### config.mk
export PLATFORM = sky130hd
export DESIGN_NAME = cit_timing
export DESIGN_NICKNAME = d
export VERILOG_FILES = /design/src/hdl/cit_pkg.sv /design/src/hdl/cit_timing.sv
export SDC_FILE = /design/constraint.sdc
export NUM_CORES = 1
export LEC_CHECK = 0
export BUFFER_PORTS_ARGS = -buffer_cell sky130_fd_sc_hd__buf_2
export CAP_MARGIN = 20
export CORE_MARGIN = 2
export CORE_UTILIZATION = 30
export CTS_BUF_LIST = sky130_fd_sc_hd__clkbuf_16
export DETAILED_ROUTE_END_ITERATION = 8
export GPL_TIMING_DRIVEN = 0
export HOLD_SLACK_MARGIN = 0.03
export SYNTH_ARGS = -nofsm -noshare
export SYNTH_HDL_FRONTEND = slang
export SYNTH_SLANG_ARGS = --single-unit
### constraint.sdc
create_clock -name clk -period 4.95 [get_ports clk]
set_clock_uncertainty 0.15 [all_clocks]
set_input_delay 0.495 -clock clk [delete_from_list [all_inputs] [get_ports clk]]
set_output_delay 0.495 -clock clk [all_outputs]
set_load 0.05 [all_outputs]
### src/hdl/cit_pkg.sv
package cit_pkg;

    // clock and derived timing
    localparam int unsigned CLK_HZ        = 25000000;
    localparam int unsigned VCOUNT_US     = 32;
    localparam int unsigned DUMP_FAST_HZ  = 3300000;
    localparam int unsigned DUMP_SLOW_HZ  = 2000000;
    localparam int unsigned VSTEP_CYC_I   = (VCOUNT_US * (CLK_HZ / 1000000));
    localparam logic [9:0]  VSTEP_LAST    = 10'(VSTEP_CYC_I - 1);
    localparam logic [3:0]  DUMP_FAST_CYC = 4'(CLK_HZ / DUMP_FAST_HZ);
    localparam logic [3:0]  DUMP_SLOW_CYC = 4'(CLK_HZ / DUMP_SLOW_HZ);

    // vertical counter, one field of 625 counts
    localparam logic [9:0]  VCOUNT_LAST   = 10'h270;
    localparam logic [9:0]  VCOUNT_PRESET = 10'h010;
    localparam logic [9:0]  VD_LOW_END    = 10'h010;
    localparam logic [9:0]  DISP_FIRST    = 10'h030;
    localparam logic [9:0]  DISP_LAST     = 10'h26A;
    localparam logic [9:0]  VERTICAL_COUNT_DECODE_TEST_FIRST   = 10'h010;
    localparam logic [9:0]  VERTICAL_COUNT_DECODE_TEST_LAST    = 10'h02F;

    // burst lengths
    localparam logic [8:0]  FLUSH_PULSES  = 9'h12E;
    localparam logic [8:0]  READ_PULSES   = 9'h122;

    // register map
    localparam logic [7:0]  CTRL_ADDR     = 8'h00;
    localparam logic [7:0]  STATUS_ADDR   = 8'h04;
    localparam logic [7:0]  BURSTS_ADDR   = 8'h08;
    localparam int unsigned CTRL_RUN_BIT  = 0;
    localparam int unsigned CTRL_PRE_BIT  = 1;
    localparam logic        CTRL_RUN_RST  = 1'b1;
    localparam int unsigned ST_MODE_BIT   = 16;
    localparam int unsigned ST_VD_BIT     = 17;
    localparam int unsigned ST_BUSY_BIT   = 18;
    localparam int unsigned ST_PEND_BIT   = 19;

    typedef enum logic [1:0] {
        BST_IDLE,
        BST_WAIT_VD,
        BST_RUN
    } cit_burst_state_type;

endpackage

### src/hdl/cit_timing.sv
// Our own choices: the APB register port and the placing of the registers.
`timescale 1ns/1ps
// Functional notes
// - dump clock 3.3 MHz high, 2 MHz low
// - low mode select enters variable integration
// - variable mode: only gate input steers transfers
// - each gate low pulse while drive is high gives 302 pulses; the code ignores a gate fall while a burst is still running
// - gate input high keeps sensor integrating
// - drive and gate both low starts readout
// - readout tied to vertical drive pulse
// - readout finishes within one field
// - display area shown on test output
// - decoded vertical count on test output; code drives it in variable mode only, forced low in normal mode
// - counter reset rising edge presets to 16
// - high mode select: 20 ms, drive gates internally
// - gate input gates image and storage clocks
// - gate low during drive low: 290 pulses later
module cit_timing
    import cit_pkg::*;
(
    input  wire logic        clk,
    input  wire logic        arst_n,
    input  wire logic        ce,
    input  wire logic        psel,
    input  wire logic        penable,
    input  wire logic        pwrite,
    input  wire logic [7:0]  paddr,
    input  wire logic [31:0] pwdata,
    output logic      [31:0] prdata,
    output logic             pready,
    output logic             pslverr,
    input  wire logic        exposure_mode_select,
    input  wire logic        parallel_transfer_gate_in,
    input  wire logic        dump_speed_select,
    input  wire logic        vertical_counter_reset,
    output logic             vertical_drive,
    output logic             image_area_gate_clock,
    output logic             storage_area_gate_clock,
    output logic             transfer_gate_clock,
    output logic             display_area_test_out,
    output logic             vertical_count_decode_test
);

    function automatic logic in_range(input logic [9:0] v, input logic [9:0] lo,
                                      input logic [9:0] hi);
        in_range = (v >= lo) && (v <= hi);
    endfunction

    logic [1:0] rst_sync_q;
    logic       rst_n;

    always_ff @(posedge clk or negedge arst_n)
    begin
        if (!arst_n)
            rst_sync_q <= 2'b00;
        else
            rst_sync_q <= {rst_sync_q[0], 1'b1};
    end
    assign rst_n = rst_sync_q[1];

    // pin synchronisers; stage 0 feeds only stage 1
    logic [3:0] pin_s0_q;
    logic [3:0] pin_s1_q;
    logic       vcr_prev_q;

    always_ff @(posedge clk or negedge rst_n)
    begin
        if (!rst_n)
        begin
            pin_s0_q   <= 4'hF;
            pin_s1_q   <= 4'hF;
            vcr_prev_q <= 1'b1;
        end
        else if (ce)
        begin
            pin_s0_q   <= {vertical_counter_reset, dump_speed_select,
                           parallel_transfer_gate_in, exposure_mode_select};
            pin_s1_q   <= pin_s0_q;
            vcr_prev_q <= pin_s1_q[3];
        end
    end

    logic mode_normal;
    logic gate_sync;
    logic dump_fast;
    logic vcr_rise;

    assign mode_normal = pin_s1_q[0];
    assign gate_sync   = pin_s1_q[1];
    assign dump_fast   = pin_s1_q[2];
    assign vcr_rise    = pin_s1_q[3] && !vcr_prev_q;

    // register bus state
    logic        run_q;
    logic        preset_q;
    logic [15:0] flush_cnt_q;
    logic [15:0] read_cnt_q;
    logic        wr_ctrl;
    logic        wr_bursts;

    assign wr_ctrl   = psel && penable && pwrite && (paddr == CTRL_ADDR);
    assign wr_bursts = psel && penable && pwrite && (paddr == BURSTS_ADDR);

    // vertical counter: 32 us per count, 625 counts per 20 ms field
    logic [9:0] vstep_q;
    logic [9:0] vcount_q;

    always_ff @(posedge clk or negedge rst_n)
    begin
        if (!rst_n)
        begin
            vstep_q  <= 10'h000;
            vcount_q <= 10'h000;
        end
        else if (ce)
        begin
            if (vcr_rise || preset_q)
            begin
                vstep_q  <= 10'h000;
                vcount_q <= VCOUNT_PRESET;
            end
            else if (run_q)
            begin
                if (vstep_q == VSTEP_LAST)
                begin
                    vstep_q  <= 10'h000;
                    vcount_q <= (vcount_q == VCOUNT_LAST) ? 10'h000
                                                          : vcount_q + 10'h001;
                end
                else
                    vstep_q <= vstep_q + 10'h001;
            end
        end
    end

    logic vd_q;
    logic disp_q;
    logic vertical_count_decode_test_q;

    always_ff @(posedge clk or negedge rst_n)
    begin
        if (!rst_n)
        begin
            vd_q    <= 1'b0;
            disp_q  <= 1'b0;
            vertical_count_decode_test_q <= 1'b0;
        end
        else if (ce)
        begin
            vd_q    <= (vcount_q >= VD_LOW_END);
            disp_q  <= in_range(vcount_q, DISP_FIRST, DISP_LAST);
            // decode forced low in normal mode
            vertical_count_decode_test_q <= !mode_normal && in_range(vcount_q, VERTICAL_COUNT_DECODE_TEST_FIRST, VERTICAL_COUNT_DECODE_TEST_LAST);
        end
    end

    assign vertical_drive             = vd_q;
    assign display_area_test_out      = disp_q;
    assign vertical_count_decode_test = vertical_count_decode_test_q;

    // effective transfer gate: drive in normal mode, pin otherwise
    logic gate_eff;
    logic gate_prev_q;
    logic gate_fall;

    assign gate_eff  = mode_normal ? vd_q : gate_sync;
    assign gate_fall = gate_prev_q && !gate_eff;

    always_ff @(posedge clk or negedge rst_n)
    begin
        if (!rst_n)
            gate_prev_q <= 1'b0;  // drive is low in reset, so no false fall
        else if (ce)
            gate_prev_q <= gate_eff;
    end

    // burst engine; a gate fall during a running burst is ignored
    cit_burst_state_type bst_q;
    logic [8:0]          pulses_left_q;
    logic [3:0]          phase_q;
    logic                is_read_q;
    logic                pulse_q;
    logic                burst_done;
    logic [3:0]          period;

    assign period     = dump_fast ? DUMP_FAST_CYC : DUMP_SLOW_CYC;
    assign burst_done = (bst_q == BST_RUN) && (phase_q >= period - 4'h1)
                        && (pulses_left_q == 9'h001);

    always_ff @(posedge clk or negedge rst_n)
    begin
        if (!rst_n)
        begin
            bst_q         <= BST_IDLE;
            pulses_left_q <= 9'h000;
            phase_q       <= 4'h0;
            is_read_q     <= 1'b0;
        end
        else if (ce)
        begin
            case (bst_q)
                BST_IDLE:
                begin
                    phase_q <= 4'h0;
                    if (gate_fall && vd_q)
                    begin
                        bst_q         <= BST_RUN;
                        pulses_left_q <= FLUSH_PULSES;
                        is_read_q     <= 1'b0;
                    end
                    else if (gate_fall)
                        bst_q <= BST_WAIT_VD;
                end
                BST_WAIT_VD:
                begin
                    phase_q <= 4'h0;
                    if (vd_q)
                    begin
                        bst_q         <= BST_RUN;
                        pulses_left_q <= READ_PULSES;
                        is_read_q     <= 1'b1;
                    end
                end
                BST_RUN:
                begin
                    // period may shrink mid pulse, so compare with >=
                    if (phase_q >= period - 4'h1)
                    begin
                        phase_q       <= 4'h0;
                        pulses_left_q <= pulses_left_q - 9'h001;
                        if (pulses_left_q == 9'h001)
                            bst_q <= BST_IDLE;
                    end
                    else
                        phase_q <= phase_q + 4'h1;
                end
                default:
                    bst_q <= BST_IDLE;
            endcase
        end
    end

    always_ff @(posedge clk or negedge rst_n)
    begin
        if (!rst_n)
            pulse_q <= 1'b0;
        else if (ce)
            pulse_q <= (bst_q == BST_RUN) && (phase_q < {1'b0, period[3:1]});
    end

    assign image_area_gate_clock   = pulse_q;
    assign storage_area_gate_clock = pulse_q;
    assign transfer_gate_clock     = pulse_q;

    // control register: run enable and one-shot preset
    always_ff @(posedge clk or negedge rst_n)
    begin
        if (!rst_n)
        begin
            run_q    <= CTRL_RUN_RST;
            preset_q <= 1'b0;
        end
        else if (ce)
        begin
            preset_q <= wr_ctrl && pwdata[CTRL_PRE_BIT];
            if (wr_ctrl)
                run_q <= pwdata[CTRL_RUN_BIT];
        end
    end

    // burst counters: write clears, a burst completing in the same cycle leaves its counter at 1
    always_ff @(posedge clk or negedge rst_n)
    begin
        if (!rst_n)
        begin
            flush_cnt_q <= 16'h0000;
            read_cnt_q  <= 16'h0000;
        end
        else if (ce)
        begin
            if (burst_done && !is_read_q)
                flush_cnt_q <= wr_bursts ? 16'h0001 : flush_cnt_q + 16'h0001;
            else if (wr_bursts)
                flush_cnt_q <= 16'h0000;
            if (burst_done && is_read_q)
                read_cnt_q <= wr_bursts ? 16'h0001 : read_cnt_q + 16'h0001;
            else if (wr_bursts)
                read_cnt_q <= 16'h0000;
        end
    end

    // read data captured in the setup cycle so the access phase needs no wait
    logic [31:0] rdata_q;
    logic        err_q;
    logic [31:0] status_word;

    always_comb
    begin
        status_word                = 32'h00000000;
        status_word[9:0]           = vcount_q;
        status_word[ST_MODE_BIT]   = !mode_normal;
        status_word[ST_VD_BIT]     = vd_q;
        status_word[ST_BUSY_BIT]   = (bst_q == BST_RUN);
        status_word[ST_PEND_BIT]   = (bst_q == BST_WAIT_VD);
    end

    always_ff @(posedge clk or negedge rst_n)
    begin
        if (!rst_n)
        begin
            rdata_q <= 32'h00000000;
            err_q   <= 1'b0;
        end
        else if (ce && psel && !penable)
        begin
            err_q   <= 1'b0;
            rdata_q <= 32'h00000000;
            case (paddr)
                CTRL_ADDR:   rdata_q <= {31'h0, run_q};
                STATUS_ADDR: rdata_q <= status_word;
                BURSTS_ADDR: rdata_q <= {read_cnt_q, flush_cnt_q};
                default:     err_q   <= 1'b1;
            endcase
        end
    end

    assign prdata  = rdata_q;
    assign pready  = 1'b1;
    assign pslverr = psel && penable && err_q;

endmodule // cit_timing

== After elaboration in Yosys (flattened, before gate mapping) ==
Index checks and enable logic that the tools add are counted.
Storage, ports and cells
  bits in registers: 119
  bits of input ports: 50
  output and inout bits: 40
  word-level logic and storage cells: 122
Cells by class
  add/subtract/negate cells: 7
  $lt $le $gt $ge: 6
  equal/unequal tests: 12
  multiplexer cells: 31
  reductions and logical operators: 45
Operators by type and width (count)
  one-hot mux 32 bit (3 select lines): 1
  two-way mux 16 bit: 5
  two-way mux 10 bit: 7
  adder 16 x 1 -> 16 bit, second input constant: 2
  two-way mux 9 bit: 3
  one-hot mux 9 bit (3 select lines): 1
  adder 10 x 1 -> 10 bit, second input constant: 2
  == test 10 bit, second input constant: 2
  logical AND 1 bit: 19
  nonzero test 2 bit: 6
  >= comparator 10 x 5 -> 1 bit, second input constant: 1
  >= comparator 10 x 6 -> 1 bit, second input constant: 1
  <= comparator 10 bit, second input constant: 1
  <= comparator 10 x 6 -> 1 bit, second input constant: 1
  two-way mux 2 bit: 5
  AND reduction 2 bit: 5
  AND reduction 5 bit: 2
  == test 9 x 1 -> 1 bit, second input constant: 1
  subtractor 9 x 1 -> 9 bit, second input constant: 1
  == test 8 x 3 -> 1 bit, second input constant: 1
  == test 8 x 4 -> 1 bit, second input constant: 1
  zero test 8 bit: 1
  two-way mux 4 bit: 2
  one-hot mux 4 bit (2 select lines): 1
  20 further kinds: 29

== Longest topological paths before layout ==
  depth in word-level cells: 8
  depth in mapped cells: 9
  depth with buffers taken out: 7

== Worst setup path before layout ==
Ideal clock, no wire load.
  path type: register to register
  start: register pin_s1_q[2]
  end: register flush_cnt_q[13]
  library setup time: 82 ps
  data arrival time: 2059 ps
  data required time: 4718 ps
  path slack: 2659 ps
  cell stages (with the launch flop): 10
  path buffers: 2
  clock period less this slack: 2291 ps
  path through: dfstp_2 inv_1 ha_1 nand3_1 o21a_1 nor3_1 buf_4 buf_4 nand2_1 a31oi_1
Between the ends
  cells in the longest elaborated chain, start to end: 8
  elaborated cells on any way between the ends: 9
  classes of those cells: add/sub: 1; order compare: 1; mux: 2; reduce/logical: 5
Ends and longest elaborated chain
  from (decl): line cit_timing.sv:63  | logic [3:0] pin_s1_q;
  from (signal assigned): line cit_timing.sv:78  | pin_s1_q <= pin_s0_q;
  two-way mux 4 bit (*): line cit_timing.sv:186  | assign period = dump_fast ? DUMP_FAST_CYC : DUMP_SLOW_CYC;
  subtractor 4 x 1 -> 4 bit (*): line cit_timing.sv:187  | assign burst_done = (bst_q == BST_RUN) && (phase_q >= period - 4'h1)
  >= comparator 4 bit (*): line cit_timing.sv:187
  logical AND 1 bit (*): line cit_timing.sv:187
  logical AND 1 bit (*): line cit_timing.sv:188  | && (pulses_left_q == 9'h001);
  logical AND 1 bit (*): line cit_timing.sv:281  | if (burst_done && !is_read_q)
  nonzero test 2 bit (no source line)
  AND reduction 2 bit (no source line)
  to (signal assigned): line cit_timing.sv:282  | flush_cnt_q <= wr_bursts ? 16'h0001 : flush_cnt_q + 16'h0001;
  to (decl): line cit_timing.sv:96  | logic [15:0] flush_cnt_q;
Mark *: on every way between the ends. The rest lies on a longest branch, timed or not.
A chain may end at the register's enable or synchronous reset.

== Worst setup path after layout ==
Ends and elaborated chain as after synthesis.

==> reports/metrics.csv <==
metric,value,unit
status,finished clean,
WHS Endpoint,pin_s0_q[1],
Final ANT Viol Nets,0,
clock share of power,0.421,
CP endpoint kind,register,
period utilisation layout,0.5768,
Global Route Usage Sum,0.1474,
die area,22170,µm²
Final Hold Vio Count,0,
Crit path buffers/inverters,3,
critical-path cell list,inv_1 > ha_1 > nand3_1 > o21a_1 > nor3_1 > buf_4 > buf_4 > nand2_1 > a31oi_1,
dpl cell area,6969,µm²
Slew @ Worst Pin,0.8575,ns
"CP delay by family, top",simple AND/OR/NAND/NOR gates,
"Slew Viols, Final",0,
Die Y,148.9,µm
synth unique cells,67,
chip width,148.9,µm
Tmin final,2.855,ns
# DRC,0,
initial antenna violation count,0,
CP peak stage delay,0.60,ns
fmax,0.3503,GHz
CTS tree,yes,
R2R setup slack,2.09,ns
RePlAce Congestion,0.8153,
pwr/cell area,398.0,nW/µm²
synth top area cells,"dfrtp_1, nand2_1, o21ai_0",
Max Cap Viol,0,
Worst R2R Path Depth,9,
startpoint types,register,
Synth Instances,687,
total core area,20820,µm²
"count leader, synth",nand2_1,
FF/Latch Area,2994,µm²
Initial Util,0.3025,
P_sw,0.9464,mW
number of global-route vias before repair,5060,
Ant. Diodes,0,
largest net degree at the start of global routing,61,
Final Cell Area,7581,µm²
power consumption,3.018,mW
logic gate share of total power,0.194,
sequential share of power,0.385,
peak supply drop,235.1,µV
Final setup viols,0,
CP most frequent cell,buf_4,
clock latency at the later pin of the worst-skew pair,0.42,ns
clock buffer depth,2,
Post-Syn Area,6300,µm²
synthesized area per cell,9.170,µm²
post-DP HPWL,11180,µm
post-CTS sizing,0,
class of the worst hold path,in -> reg,
worst path arrival time,3.04,ns
io pins,90,
global-route wire length before repair,26080,µm
CTS root buf,clkbuf_16,
sw frac,0.3136,
share of layout cells above drive strength 1,0.1872,
placed insts,1022,
fill count,2152,
multi-input logic area,3030,µm²
"critical path fanouts, max",10,
Crit Path Category,reg -> reg,
total gr overflow,0,
"Warnings, synthesis",0,
Yosys top cell area share,0.4330,
Final #Nets,834,
crit path max-delay cell type,nor3_1,
reg2reg end,flush_cnt_q[13],
CTS buffer count,17,
Slew Limit Headroom,0.4231,
Reg-to-Reg Start,pin_s1_q[2],
clk slew on worst S/H paths,0.06,ns
Synth area leader,dfrtp_1,
Post-synth ARST share,1.000,
Post-synth top cells,"nand2_1, dfrtp_1, o21ai_0",
1st-pass router iterations,4,
CTS Sinks,119,
num rows,53,
Port Buffer Count,58,
post-synthesis sequential area ratio,0.4747,
overall routed net length,15730,µm
Post-Layout Cell Count,1055,
Area growth syn-to-layout,20.34,%
Seq cells post-synth,119,
Hold Path Stages,2,
Leak Pwr,3.297,nW
via count,5430,
Post-synth EDFFs,0,
DR WL/cell,14.91,µm
internal power,2.071,mW
unrepaired setup endpoints after global routing,false,
Required @ worst endpoint,5.14,ns
via/cell ratio,5.147,
DR iter-0 viols,360,
H-tree depth,4,
Most used DFF post-synth,dfrtp_1,
HP Start,parallel_transfer_gate_in,
-- worst register-to-register path, delay by kind of cell, from the launching register on --
family,cells,cell delay (ns)
fa+ha+maj,1,0.29
compound gates,2,0.46
flops,1,0.56
buf+inv,3,0.55
simple gates,3,0.78
-- placed cells by master (no fill, tap or decap), types with 14 or more instances in the layout --
master,synthesis,layout
ha_1,17,17
inv_1,21,21
nand2_1,110,110
o21ai_1,31,31
a21oi_1,22,22
a22oi_1,14,14
a31oi_1,24,24
o21ai_0,53,53
nand3_1,39,39
dfrtp_1,109,108
clkbuf_1,14,14
nor2_1,24,24
and3_1,18,18
o31ai_1,15,15
buf_2,11,69
nor3_1,14,14
clkbuf_16,0,17
-- area by class of cell --
type                    instances  area share
repair buffers                 60     0.04324
flip-flops and latches        119      0.3949
well taps                     275     0.04539
clock inverters                15     0.02327
multi-input cells             510      0.3997
clock buffers                  17     0.05611
plain buffers                  37     0.02641
inverters                      22     0.01089
-- state kept, by name, summed over array words and instances (netlist names), 2 cells and up --
register	count
vcount_q	10
flush_cnt_q	16
bst_q	2
read_cnt_q	16
rst_sync_q	2
phase_q	4
pin_s0_q	4
vstep_q	10
pin_s1_q	4
prdata	32
pulses_left_q	9
-- worst max path at each step --
stage	from	to	slack (ns)	cells after the start
finish	pin_s1_q[2]	flush_cnt_q[13]	2.09	9
floorplan	rst_sync_q[1]	bst_q[0]	1.26	0
global route	bst_q[0]	read_cnt_q[10]	1.93	9
CTS	pin_s1_q[2]	flush_cnt_q[13]	2.11	9
global placement	rst_sync_q[1]	prdata[29]	-0.39	0
detailed placement	pin_s1_q[2]	flush_cnt_q[9]	2.12	9
-- per-stage QoR --
| stage | setup TNS [ns] | hold slack (ns) | setup WS (ns) | utilization |
|---|---|---|---|---|
| finish | 0 | 0.1606 | 2.095 | 0.3641 |
| global route | 0 | 0.1656 | 1.934 | 0.3641 |
| CTS | 0 | 0.1403 | 2.108 | 0.3641 |
| detailed placement | 0 | 0.1344 | 2.124 | 0.3347 |
| global placement | -40.67 | 0.1316 | -0.3870 | 0.3332 |
| floorplan | 0 | 0.04941 | 1.257 | - |
-- power by group through the flow --
stage                     Clock, mW  Sequential [mW]  Combinational (mW)
after CTS                      1.29             1.16               0.590
after detailed placement          0             1.18               0.586
after floorplan                   0             1.19               0.414
final                          1.27             1.16               0.587
after global routing           1.34             1.18               0.673
after global placement            0             1.19               0.569
-- cell families after synthesis --
| group | share of synthesized area |
|---|---|
| fa+ha+maj | 0.03376 |
| buf+inv | 0.04488 |
| flops | 0.4747 |
| compound gates | 0.1883 |
| other cells | 0.0005953 |
| mux | 0.02225 |
| simple gates | 0.2328 |
| xor+xnor | 0.002781 |
-- layer usage --
layer,GRT usage,part of all wire,up-vias
li1,-,-,2669
met1,0.2046,0.48,2615
met2,0.2260,0.45,125
met3,0.03456,0.055,21
met4,0.05000,0.019,0
met5,0,0,-
-- timing repair --
item                                   in CTS  in global routing
endpoints found under the hold margin       2                  0
hold buffers                                1                  0
buffers inserted                            0                  0
setup endpoints to repair                   0                  0
(Power assumes the default switching activity.)
